File: config.mk
export PLATFORM = sky130hd
export DESIGN_NAME = ifs_input_shutoff
export DESIGN_NICKNAME = d
export VERILOG_FILES = /design/src/core/ifs_pkg.sv /design/src/core/ifs_input_shutoff.sv /design/src/core/ifs_filter.sv
export SDC_FILE = /design/constraint.sdc
export NUM_CORES = 1
export LEC_CHECK = 0
export ABC_AREA = 1
export BUFFER_PORTS_ARGS = -buffer_cell sky130_fd_sc_hd__buf_2
export CORE_MARGIN = 2
export CORE_UTILIZATION = 30
export CTS_CLUSTER_SIZE = 40
export DETAILED_ROUTE_END_ITERATION = 16
export GPL_TIMING_DRIVEN = 1
export HOLD_SLACK_MARGIN = 0.15
export PLACE_DENSITY_LB_ADDON = 0.2
export SKIP_CTS_REPAIR_TIMING = 1
export SLEW_MARGIN = 30
export SYNTH_ARGS = -nofsm -noshare
export SYNTH_HDL_FRONTEND = slang
export SYNTH_SLANG_ARGS = --single-unit
File: constraint.sdc
create_clock -name clk -period 18.9 [get_ports clk]
set_clock_uncertainty 0.1 [all_clocks]
set_input_delay 2.835 -clock clk [delete_from_list [all_inputs] [get_ports clk]]
set_output_delay 2.835 -clock clk [all_outputs]
set_load 0.01 [all_outputs]
File: src/core/ifs_pkg.sv
// Shared constants, register map and types for the input function and shutoff block
package ifs_pkg;
  // Number of programmable input terminals
  localparam int unsigned NUM_TERM = 7;
  // Width of a terminal function selection code
  localparam int unsigned CODE_W = 14;
  typedef logic [CODE_W-1:0] ifs_code_t;

  // Function selection codes
  localparam ifs_code_t FN_LOW = 14'h0000;
  localparam ifs_code_t FN_MID = 14'h0001;
  localparam ifs_code_t FN_HIGH = 14'h0002;
  localparam ifs_code_t FN_SECOND = 14'h0003;
  localparam ifs_code_t FN_CUR_SEL = 14'h0004;
  localparam ifs_code_t FN_INCH = 14'h0005;
  localparam ifs_code_t FN_FIFTEEN = 14'h0008;
  localparam ifs_code_t FN_RUN_EN = 14'h000A;
  localparam ifs_code_t FN_PANEL_IL = 14'h000C;
  localparam ifs_code_t FN_PID = 14'h000E;
  localparam ifs_code_t FN_VF = 14'h0012;
  localparam ifs_code_t FN_SHUTOFF = 14'h0018;
  localparam ifs_code_t FN_NONE = 14'h270F;

  // Reset values of the seven terminal selections, terminal 6 first
  localparam ifs_code_t [NUM_TERM-1:0] TERM_RESET = {14'h003E, FN_SHUTOFF, FN_HIGH, FN_MID, FN_LOW, 14'h003D,
                                                     14'h003C};

  // Register byte addresses
  localparam logic [7:0] ADDR_LOGIC = 8'h00;
  localparam logic [7:0] ADDR_GROUP = 8'h04;
  localparam logic [7:0] ADDR_MODE = 8'h08;
  localparam logic [7:0] ADDR_TERM0 = 8'h0C;
  localparam logic [7:0] ADDR_CTRL = 8'h28;
  localparam logic [7:0] ADDR_STATUS = 8'h2C;

  // Shutoff logic settings
  localparam logic [2:0] LOGIC_NO = 3'h0;
  localparam logic [2:0] LOGIC_NC = 3'h2;
  localparam logic [2:0] LOGIC_SPLIT = 3'h4;
  localparam logic [2:0] LOGIC_RESET = LOGIC_NO;
  // Operation mode that needs the panel interlock
  localparam logic [3:0] MODE_INTERLOCK = 4'h7;
  localparam logic [7:0] GROUP_OPEN = 8'h00;

  // Response bounds and derived filter hold counts at a 10 MHz clock
  localparam int unsigned CLK_KHZ = 10000;
  localparam int unsigned FAST_RESP_US = 2000;
  localparam int unsigned SLOW_RESP_US = 20000;
  // Half the bound, so sampling, filtering and output stages stay well inside it
  localparam int unsigned FAST_HOLD = FAST_RESP_US * CLK_KHZ / 1000 / 2;
  localparam int unsigned SLOW_HOLD = SLOW_RESP_US * CLK_KHZ / 1000 / 2;

  // Decoded input functions
  typedef struct packed {
    logic inch;
    logic second;
    logic cur_sel;
    logic fifteen;
    logic high;
    logic mid;
    logic low;
    logic panel_il;
    logic pid;
    logic vf;
  } ifs_func_s;

  // Speed command source, lowest priority first
  typedef enum logic [1:0] {SRC_ANALOG, SRC_PID, SRC_MULTI, SRC_INCH} ifs_speed_src_e;
endpackage : ifs_pkg

File: src/core/ifs_input_shutoff.sv
// Input terminal function mapping, speed priority and output shutoff control
// Summary of operation
// Same function on several terminals is ORed
// Speed priority inching, multi-speed, then PID
// Shutoff input stands in for missing functions
// Multi-speed and remote setting share signals
// V/F switch selects second set; holds running
// Current select disables voltage input
// Fast shutoff/run-enable response, others slower
// Shutoff logic settings 0, 2, 4
// Terminal and communication shutoff combination table
// Shutoff while running cuts output at once
// Shutoff blocks running despite start
// Start removal decelerates, shutoff coasts
// Shutoff defaults to its terminal, code 24
// Shutoff acts in every operation mode
// Code 3 selects the second set
// Logic setting writable only when group zero
// Seven selections, 9999 means no function
// Function codes 3,4,5,10,12,14,18
// Inputs sampled on clock, level logic
//
// Our own choices: the address map and the plain strobed port.
module ifs_input_shutoff #(
  parameter int unsigned FAST_CNT = ifs_pkg::FAST_HOLD,
  parameter int unsigned SLOW_CNT = ifs_pkg::SLOW_HOLD
) (
  input wire logic clk,
  input wire logic rst,
  input wire logic [ifs_pkg::NUM_TERM-1:0] term_in,
  input wire logic start_cmd,
  input wire logic motor_running,
  input wire logic [7:0] reg_addr,
  input wire logic [31:0] reg_wdata,
  input wire logic reg_we,
  input wire logic reg_re,
  output logic [31:0] reg_rdata,
  output logic gate_enable,
  output logic coast_stop,
  output logic decel_stop,
  output logic panel_op_allowed,
  output logic second_set_active,
  output logic vf_control_active,
  output logic voltage_input_enable,
  output logic [1:0] speed_source,
  output logic [3:0] speed_step,
  output logic remote_accel,
  output logic remote_decel,
  output logic remote_clear
);
  localparam int unsigned NT = ifs_pkg::NUM_TERM;
  localparam int unsigned FW = $bits(ifs_pkg::ifs_func_s);

  // Matches one terminal code against a wanted function
  function automatic logic code_is(input ifs_pkg::ifs_code_t code, input ifs_pkg::ifs_code_t want);
    code_is = (code == want) && (code != ifs_pkg::FN_NONE);
  endfunction

  // Configuration registers
  logic [2:0] logic_sel_q; // Shutoff logic setting
  logic [7:0] group_q; // User group read selection
  logic [3:0] mode_q; // Operation mode selection
  ifs_pkg::ifs_code_t term_fn_q [NT]; // Per-terminal function selection
  logic comm_shutoff_q; // Shutoff request from communication
  logic remote_mode_q; // Speed signals act as remote setting
  logic [NT-1:0] term_q; // Sampled terminals
  logic [31:0] rdata_q; // Read data
  // Decoded and filtered functions
  ifs_pkg::ifs_func_s func_raw;
  ifs_pkg::ifs_func_s func_f;
  logic run_en_raw;
  logic shut_term_raw;
  logic run_en_assigned;
  logic panel_assigned;
  logic shutoff_req;
  logic [1:0] fast_f;
  logic run_en_f;
  logic shutoff_active;
  // Effective run permission and output registers
  logic run_allow;
  logic gate_q;
  logic coast_q;
  logic decel_q;
  logic panel_q;
  logic second_q;
  logic vf_q;
  logic volt_en_q;
  ifs_pkg::ifs_speed_src_e src_q;
  ifs_pkg::ifs_speed_src_e src_d;
  logic [3:0] step_q;
  logic [2:0] remote_q;

  // Terminals are taken as synchronous levels
  // clocked sampling
  always_ff @(posedge clk or posedge rst) begin
    if (rst) begin
      term_q <= '0;
    end else begin
      term_q <= term_in;
    end
  end

  // Configuration writes
  always_ff @(posedge clk or posedge rst) begin
    if (rst) begin
      logic_sel_q <= ifs_pkg::LOGIC_RESET;
      group_q <= ifs_pkg::GROUP_OPEN;
      mode_q <= '0;
      comm_shutoff_q <= 1'b0;
      remote_mode_q <= 1'b0;
      // shutoff on its own terminal
      for (int i = 0; i < NT; i++) begin
        term_fn_q[i] <= ifs_pkg::TERM_RESET[i];
      end
    end else if (reg_we) begin
      // group gate on logic setting
      // only 0, 2 and 4 are kept
      if (reg_addr == ifs_pkg::ADDR_LOGIC && group_q == ifs_pkg::GROUP_OPEN &&
          (reg_wdata[2:0] == ifs_pkg::LOGIC_NO || reg_wdata[2:0] == ifs_pkg::LOGIC_NC ||
           reg_wdata[2:0] == ifs_pkg::LOGIC_SPLIT) && reg_wdata[31:3] == '0) begin
        logic_sel_q <= reg_wdata[2:0];
      end
      if (reg_addr == ifs_pkg::ADDR_GROUP) begin
        group_q <= reg_wdata[7:0];
      end
      if (reg_addr == ifs_pkg::ADDR_MODE) begin
        mode_q <= reg_wdata[3:0];
      end
      if (reg_addr == ifs_pkg::ADDR_CTRL) begin
        comm_shutoff_q <= reg_wdata[0];
        remote_mode_q <= reg_wdata[1];
      end
      // seven function selections
      for (int i = 0; i < NT; i++) begin
        if (reg_addr == ifs_pkg::ADDR_TERM0 + 8'(4 * i)) begin
          term_fn_q[i] <= reg_wdata[ifs_pkg::CODE_W-1:0];
        end
      end
    end
  end

  // Read data stand in the cycle after the strobe only
  always_ff @(posedge clk or posedge rst) begin
    if (rst) begin
      rdata_q <= '0;
    end else if (reg_re) begin
      rdata_q <= '0;
      case (reg_addr)
        ifs_pkg::ADDR_LOGIC: rdata_q <= {29'h0, logic_sel_q};
        ifs_pkg::ADDR_GROUP: rdata_q <= {24'h0, group_q};
        ifs_pkg::ADDR_MODE: rdata_q <= {28'h0, mode_q};
        ifs_pkg::ADDR_CTRL: rdata_q <= {30'h0, remote_mode_q, comm_shutoff_q};
        ifs_pkg::ADDR_STATUS: rdata_q <= {12'h0, run_allow, gate_q, run_en_f, shutoff_active, 6'h0, func_f};
        default: begin
          for (int i = 0; i < NT; i++) begin
            if (reg_addr == ifs_pkg::ADDR_TERM0 + 8'(4 * i)) begin
              rdata_q <= {18'h0, term_fn_q[i]};
            end
          end
        end
      endcase
    end else begin
      rdata_q <= '0;
    end
  end

  // Terminal to function decoding
  // A terminal set to no function never matches, so it drives nothing
  always_comb begin
    func_raw = '0;
    run_en_raw = 1'b0;
    shut_term_raw = 1'b0;
    run_en_assigned = 1'b0;
    panel_assigned = 1'b0;
    // OR over all terminals with the code
    // function codes
    for (int i = 0; i < NT; i++) begin
      func_raw.low |= term_q[i] & code_is(term_fn_q[i], ifs_pkg::FN_LOW);
      func_raw.mid |= term_q[i] & code_is(term_fn_q[i], ifs_pkg::FN_MID);
      func_raw.high |= term_q[i] & code_is(term_fn_q[i], ifs_pkg::FN_HIGH);
      func_raw.second |= term_q[i] & code_is(term_fn_q[i], ifs_pkg::FN_SECOND);
      func_raw.cur_sel |= term_q[i] & code_is(term_fn_q[i], ifs_pkg::FN_CUR_SEL);
      func_raw.inch |= term_q[i] & code_is(term_fn_q[i], ifs_pkg::FN_INCH);
      func_raw.fifteen |= term_q[i] & code_is(term_fn_q[i], ifs_pkg::FN_FIFTEEN);
      func_raw.panel_il |= term_q[i] & code_is(term_fn_q[i], ifs_pkg::FN_PANEL_IL);
      func_raw.pid |= term_q[i] & code_is(term_fn_q[i], ifs_pkg::FN_PID);
      func_raw.vf |= term_q[i] & code_is(term_fn_q[i], ifs_pkg::FN_VF);
      run_en_raw |= term_q[i] & code_is(term_fn_q[i], ifs_pkg::FN_RUN_EN);
      shut_term_raw |= term_q[i] & code_is(term_fn_q[i], ifs_pkg::FN_SHUTOFF);
      run_en_assigned |= code_is(term_fn_q[i], ifs_pkg::FN_RUN_EN);
      panel_assigned |= code_is(term_fn_q[i], ifs_pkg::FN_PANEL_IL);
    end
  end

  // Terminal and communication sources combined per logic setting
  always_comb begin
    // enable table, anything else shuts off
    case (logic_sel_q)
      ifs_pkg::LOGIC_NO: shutoff_req = shut_term_raw | comm_shutoff_q;
      ifs_pkg::LOGIC_NC: shutoff_req = ~(shut_term_raw & comm_shutoff_q);
      ifs_pkg::LOGIC_SPLIT: shutoff_req = ~(shut_term_raw & ~comm_shutoff_q);
      default: shutoff_req = 1'b1;
    endcase
  end

  // fast path for run enable and shutoff
  ifs_filter #(.WIDTH(2), .HOLD(FAST_CNT)) u_fast (
    .clk(clk),
    .rst(rst),
    .d({run_en_raw, shutoff_req}),
    .q(fast_f)
  );

  // slow path for the other functions
  ifs_filter #(.WIDTH(FW), .HOLD(SLOW_CNT)) u_slow (
    .clk(clk),
    .rst(rst),
    .d(func_raw),
    .q(func_f)
  );

  assign run_en_f = fast_f[1];
  assign shutoff_active = fast_f[0];

  // shutoff stands in for an unassigned run enable
  // no operation mode term in the shutoff path
  assign run_allow = ~shutoff_active & (run_en_assigned ? run_en_f : 1'b1);

  // Output stage control
  always_ff @(posedge clk or posedge rst) begin
    if (rst) begin
      gate_q <= 1'b0;
      coast_q <= 1'b0;
      decel_q <= 1'b0;
    end else begin
      // cut at once
      // start is refused while shut off
      gate_q <= run_allow & start_cmd;
      // shutoff coasts, start removal decelerates
      coast_q <= ~run_allow;
      decel_q <= run_allow & ~start_cmd & motor_running;
    end
  end

  // Panel operation permission in the interlock mode
  always_ff @(posedge clk or posedge rst) begin
    if (rst) begin
      panel_q <= 1'b1;
    end else if (mode_q != ifs_pkg::MODE_INTERLOCK) begin
      panel_q <= 1'b1;
    end else begin
      // shutoff shares the interlock when unassigned
      panel_q <= panel_assigned ? func_f.panel_il : ~shutoff_active;
    end
  end

  // Second set and control method
  always_ff @(posedge clk or posedge rst) begin
    if (rst) begin
      second_q <= 1'b0;
      vf_q <= 1'b0;
    end else begin
      // second set select
      // V/F switch also picks the second set
      second_q <= func_f.second | func_f.vf;
      // control method frozen while running
      if (!motor_running) begin
        vf_q <= func_f.vf;
      end
    end
  end

  // Speed source priority
  always_comb begin
    // inching, multi-speed, PID, then analog
    if (func_f.inch) begin
      src_d = ifs_pkg::SRC_INCH;
    end else if (!remote_mode_q && (func_f.fifteen | func_f.high | func_f.mid | func_f.low)) begin
      src_d = ifs_pkg::SRC_MULTI;
    end else if (func_f.pid) begin
      src_d = ifs_pkg::SRC_PID;
    end else begin
      src_d = ifs_pkg::SRC_ANALOG;
    end
  end

  // Speed command outputs
  always_ff @(posedge clk or posedge rst) begin
    if (rst) begin
      src_q <= ifs_pkg::SRC_ANALOG;
      step_q <= '0;
      remote_q <= '0;
      volt_en_q <= 1'b1;
    end else begin
      src_q <= src_d;
      // one set of signals, one selection
      step_q <= remote_mode_q ? 4'h0 : {func_f.fifteen, func_f.high, func_f.mid, func_f.low};
      remote_q <= remote_mode_q ? {func_f.high, func_f.mid, func_f.low} : 3'h0;
      // current select blocks voltage input
      volt_en_q <= ~func_f.cur_sel;
    end
  end

  assign reg_rdata = rdata_q;
  assign gate_enable = gate_q;
  assign coast_stop = coast_q;
  assign decel_stop = decel_q;
  assign panel_op_allowed = panel_q;
  assign second_set_active = second_q;
  assign vf_control_active = vf_q;
  assign voltage_input_enable = volt_en_q;
  assign speed_source = src_q;
  assign speed_step = step_q;
  assign remote_accel = remote_q[2];
  assign remote_decel = remote_q[1];
  assign remote_clear = remote_q[0];
endmodule // ifs_input_shutoff

File: src/core/ifs_filter.sv
// Per-bit stability filter that passes a level after it holds for a set count
module ifs_filter #(
  parameter int unsigned WIDTH = 1,
  parameter int unsigned HOLD = 4
) (
  input wire logic clk,
  input wire logic rst,
  input wire logic [WIDTH-1:0] d,
  output logic [WIDTH-1:0] q
);
  localparam int unsigned CW = $clog2(HOLD + 1);
  localparam logic [CW-1:0] LAST = CW'(HOLD - 1);

  genvar i;
  generate
    for (i = 0; i < WIDTH; i++) begin : g_bit
      // Cycles the new level has held
      logic [CW-1:0] cnt_q;
      // Glitches shorter than HOLD never reach the drive logic
      always_ff @(posedge clk or posedge rst) begin
        if (rst) begin
          cnt_q <= '0;
          q[i] <= 1'b0;
        end else if (d[i] == q[i]) begin
          cnt_q <= '0;
        end else if (cnt_q == LAST) begin
          cnt_q <= '0;
          q[i] <= d[i];
        end else begin
          cnt_q <= cnt_q + CW'(1);
        end
      end
    end
  endgenerate
endmodule // ifs_filter

==> run_results.csv <==
group,metric,value,unit
yosys,synth_edf_count,0,
global_routing,grt_pass1_vias,16564,
yosys,async_reset_ff_share,100,%
yosys,syn-instance-count,2566,
drt,via_per_inst,4.85,
yosys,post_synth_num_cell_types,57,
setup_path,crit_path_top_delay_cell,"buf_4",
setup_path,cp.arrival,5.82,ns
global_routing,grt_first_pass_wirelength,91000,µm
sta,max_freq,188,MHz
yosys,ys.flop_type,"dfrtp_1",
global_routing,grt_overflow,0,
sta,tns,0,ns
setup_path,critPathLaunchType,"primary input",
sta,period_share,28.1,%
layout,num-nets-final,2726,
drt,drt_first_pass_iters,5,
global_routing,gr-usage-met3,3.08,%
layout,layout-drive-gt1-share,10.4,%
worst_hold_path,hp-class,"reg -> reg",
setup_path,crit_required,19.42,ns
worst_hold_path,hold_depth,2,
outcome,status,"complete, no violations",
yosys,synth.cells.most_frequent,"nand2_1 (537), nor2_1 (367), dfrtp_1 (346)",
setup_path,cpPeakStageDelay,0.79,ns
setup_path,path_class,"in -> async",
clock_network,cts_max_level,2,
yosys,synth-warning-count,0,
sta,whs,0.391,ns
sta,finalHoldViolations,0,
place,dp_hpwl,43000,µm
sta,worst_pin_slew,0.859,ns
setup_path,rrSetupSlack,16.43,ns
layout,diodes,0,
drt,ant_nets,0,
floorplanning,io_pins,101,
drt,drcViolationCount,0,
yosys,netlist_top_cells_area,"dfrtp_1 (44%), nand2_1 (10%), nor2_1 (7.0%)",
power,leakagePower,9.87,nW
yosys,synth.top_cell.area_share,43.8,%
floorplanning,design.core.area,0.0655,mm²
yosys,ys_seq_area_share,46.5,%
clock_network,cts_root_buffer,"clkbuf_16",
place,gp_congestion,0.916,
place,dpl_cell_area,0.0210,mm²
sta,slew_viol_final,0,
setup_path,cp_cell_sequence,"buf_2, inv_8, buf_4, buf_4, buf_6",
sta,timing.slew.headroom,42.2,%
drt,routed_wl,57300,µm
drt,routed-via-count,17266,
floorplanning,row_count,94,
floorplanning,dieHeight,261,µm
global_routing,met1_usage,23.6,%
drt,drtIter0Drc,1422,
layout,finish.instance_area,0.0225,mm²
power,p_per_area,84.0,mW/mm²
clock_network,clk_pin_slew_worst_paths,0.06,ns
yosys,syn_area,0.0198,mm²
clock_network,clk_latency,0.59,ns
sta,rsz0062_at_grt,"false",
flow_run,max-cap-violations,0,
setup_path,critPathBufInv,5,
sta,report.final.setup_viol,0,
yosys,ys_ff_latch,366,
global_routing,grtUsageTotal,16.9,%
setup_path,cp_max_fo,109,
layout,area_delta_synth_final,14.0,%
global_routing,grt_max_degree,110,
setup_path,crit_path_end_kind,"async pin",
setup_path,crit_family,"buffers and inverters",
setup_path,crit_top_cell,"buf_4",
layout,nFillCells,6885,
sta,fin_crit,5.31,ns
global_routing,use_met2,27.1,%
yosys,yosysTopAreaCell,"dfrtp_1",
floorplanning,initial_core_util,30.2,%
clock_network,cts-buffers-inserted,45,
setup_path,rr_worst_depth,10,
place,port_buffers,86,
yosys,synthMostInstantiatedCell,"nand2_1",
floorplanning,dieArea,0.0679,mm²
clock_network,cts_tree,"yes",
clock_network,clock_path_buffers,3,
clock_network,clock-sinks,366,
global_routing,busiest_layer,"met2",
drt,post_drt_wl_per_cell,16.1,µm
global_routing,antenna_found_initial,4,
yosys,avgSynthCellArea,7.70,µm²
floorplanning,die_x,261,µm
power,ir_drop,0.0559,mV
setup_path,crit_cells,5,
==> cells in the final DEF, fill, tap and decap left out, types with 4 or more instances in the layout <==
cell type and n:
buf_2 86, nand3_1 166, nor2_2 17, conb_1 14, and3_1 4, clkinv_2 8
inv_2 7, inv_1 314, a21oi_1 78, clkbuf_1 11, nand3b_1 29, o211ai_1 9
nor3_1 64, ha_1 12, clkbuf_16 45, nand4_1 97, or2_2 22, bufinv_16 5
xnor2_1 15, xor2_1 55, dfstp_2 20, nand3_2 19, o21ai_0 191, nand2_2 17
nand2_1 537, clkbuf_8 8, o22ai_1 12, dfrtp_1 346, nor2_1 367, nor4_1 62
==> cell families after synthesis <==
logic type	after synthesis	share of synthesized area, %
adders and majority gates	12	0.760
buffers and inverters	378	7.95
AOI/OAI and AO/OA	319	8.68
xor gates and xnor gates	70	3.10
DFF	366	46.5
other	1	0.0190
muxes	2	0.114
and+or+nand+nor	1418	32.9
==> worst reg2reg max path: cells and delay by family, from the launching register on <==
family	cells	cell delay [ns]
simple gates	9	1.74
buf+inv	1	0.15
flops	1	0.40
==> routing by layer <==
| layer | wire [µm] | vias to the layer above |
|---|---|---|
| li1 | - | 8605 |
| met1 | 27300 | 8200 |
| met2 | 25900 | 389 |
| met3 | 3180 | 68 |
| met4 | 953 | 4 |
| met5 | 27 | - |
==> where the power goes <==
part           leakage (nW)  internal (mW)  switching, mW
registers              4.97          0.814         0.0289
logic                  4.15         0.0481          0.115
clock network         0.746          0.540          0.348
==> per-stage QoR <==
| step | setup slack (ns) | utilization (%) | total power, mW | instances |
|---|---|---|---|---|
| floorplan | 5.84 | - | 0.969 | 2579 |
| global placement | 12.61 | 32.1 | 1.02 | 3478 |
| CTS | 13.30 | 34.4 | 1.93 | 3559 |
| finish | 13.59 | 34.4 | 1.89 | 3559 |
| global route | 13.07 | 34.4 | 1.98 | 3559 |
| detailed placement | 12.68 | 32.1 | 1.02 | 3478 |
==> cell type report <==
| cell class | instances | area (µm²) | share of cell area, % |
|---|---|---|---|
| Multi-Input combinational cell | 1835 | 9060 | 40.2 |
| Clock buffer | 64 | 1280 | 5.67 |
| Sequential cell | 366 | 9180 | 40.8 |
| Inverter | 322 | 1220 | 5.40 |
| Clock inverter | 17 | 235 | 1.04 |
| Tap cell | 864 | 1080 | 4.80 |
| Timing Repair Buffer | 91 | 475 | 2.11 |
==> sequential cells by signal, indices dropped and copies added, names as in the netlist, 2 cells and up <==
register            cells
reg_rdata              18
u_slow.g_bit.cnt_q    170
speed_step              4
u_slow.q               10
logic_sel_q             3
term_q                  7
term_fn_q              98
speed_source            2
remote_q                3
mode_q                  4
u_fast.q                2
group_q                 8
u_fast.g_bit.cnt_q     28
==> final timing paths <==
path | startpoint | endpoint
max in group clk | reg_addr[1] | term_fn_q[68]
min in group asynchronous | rst | vf_control_active
worst max register to register | term_fn_q[76] | u_slow.g_bit[1].cnt_q[10]
worst max-delay path | rst | term_fn_q[23]
worst min-delay path | term_fn_q[75] | term_fn_q[75]
worst min register to register | term_fn_q[75] | term_fn_q[75]
(Power assumes the default switching activity.)
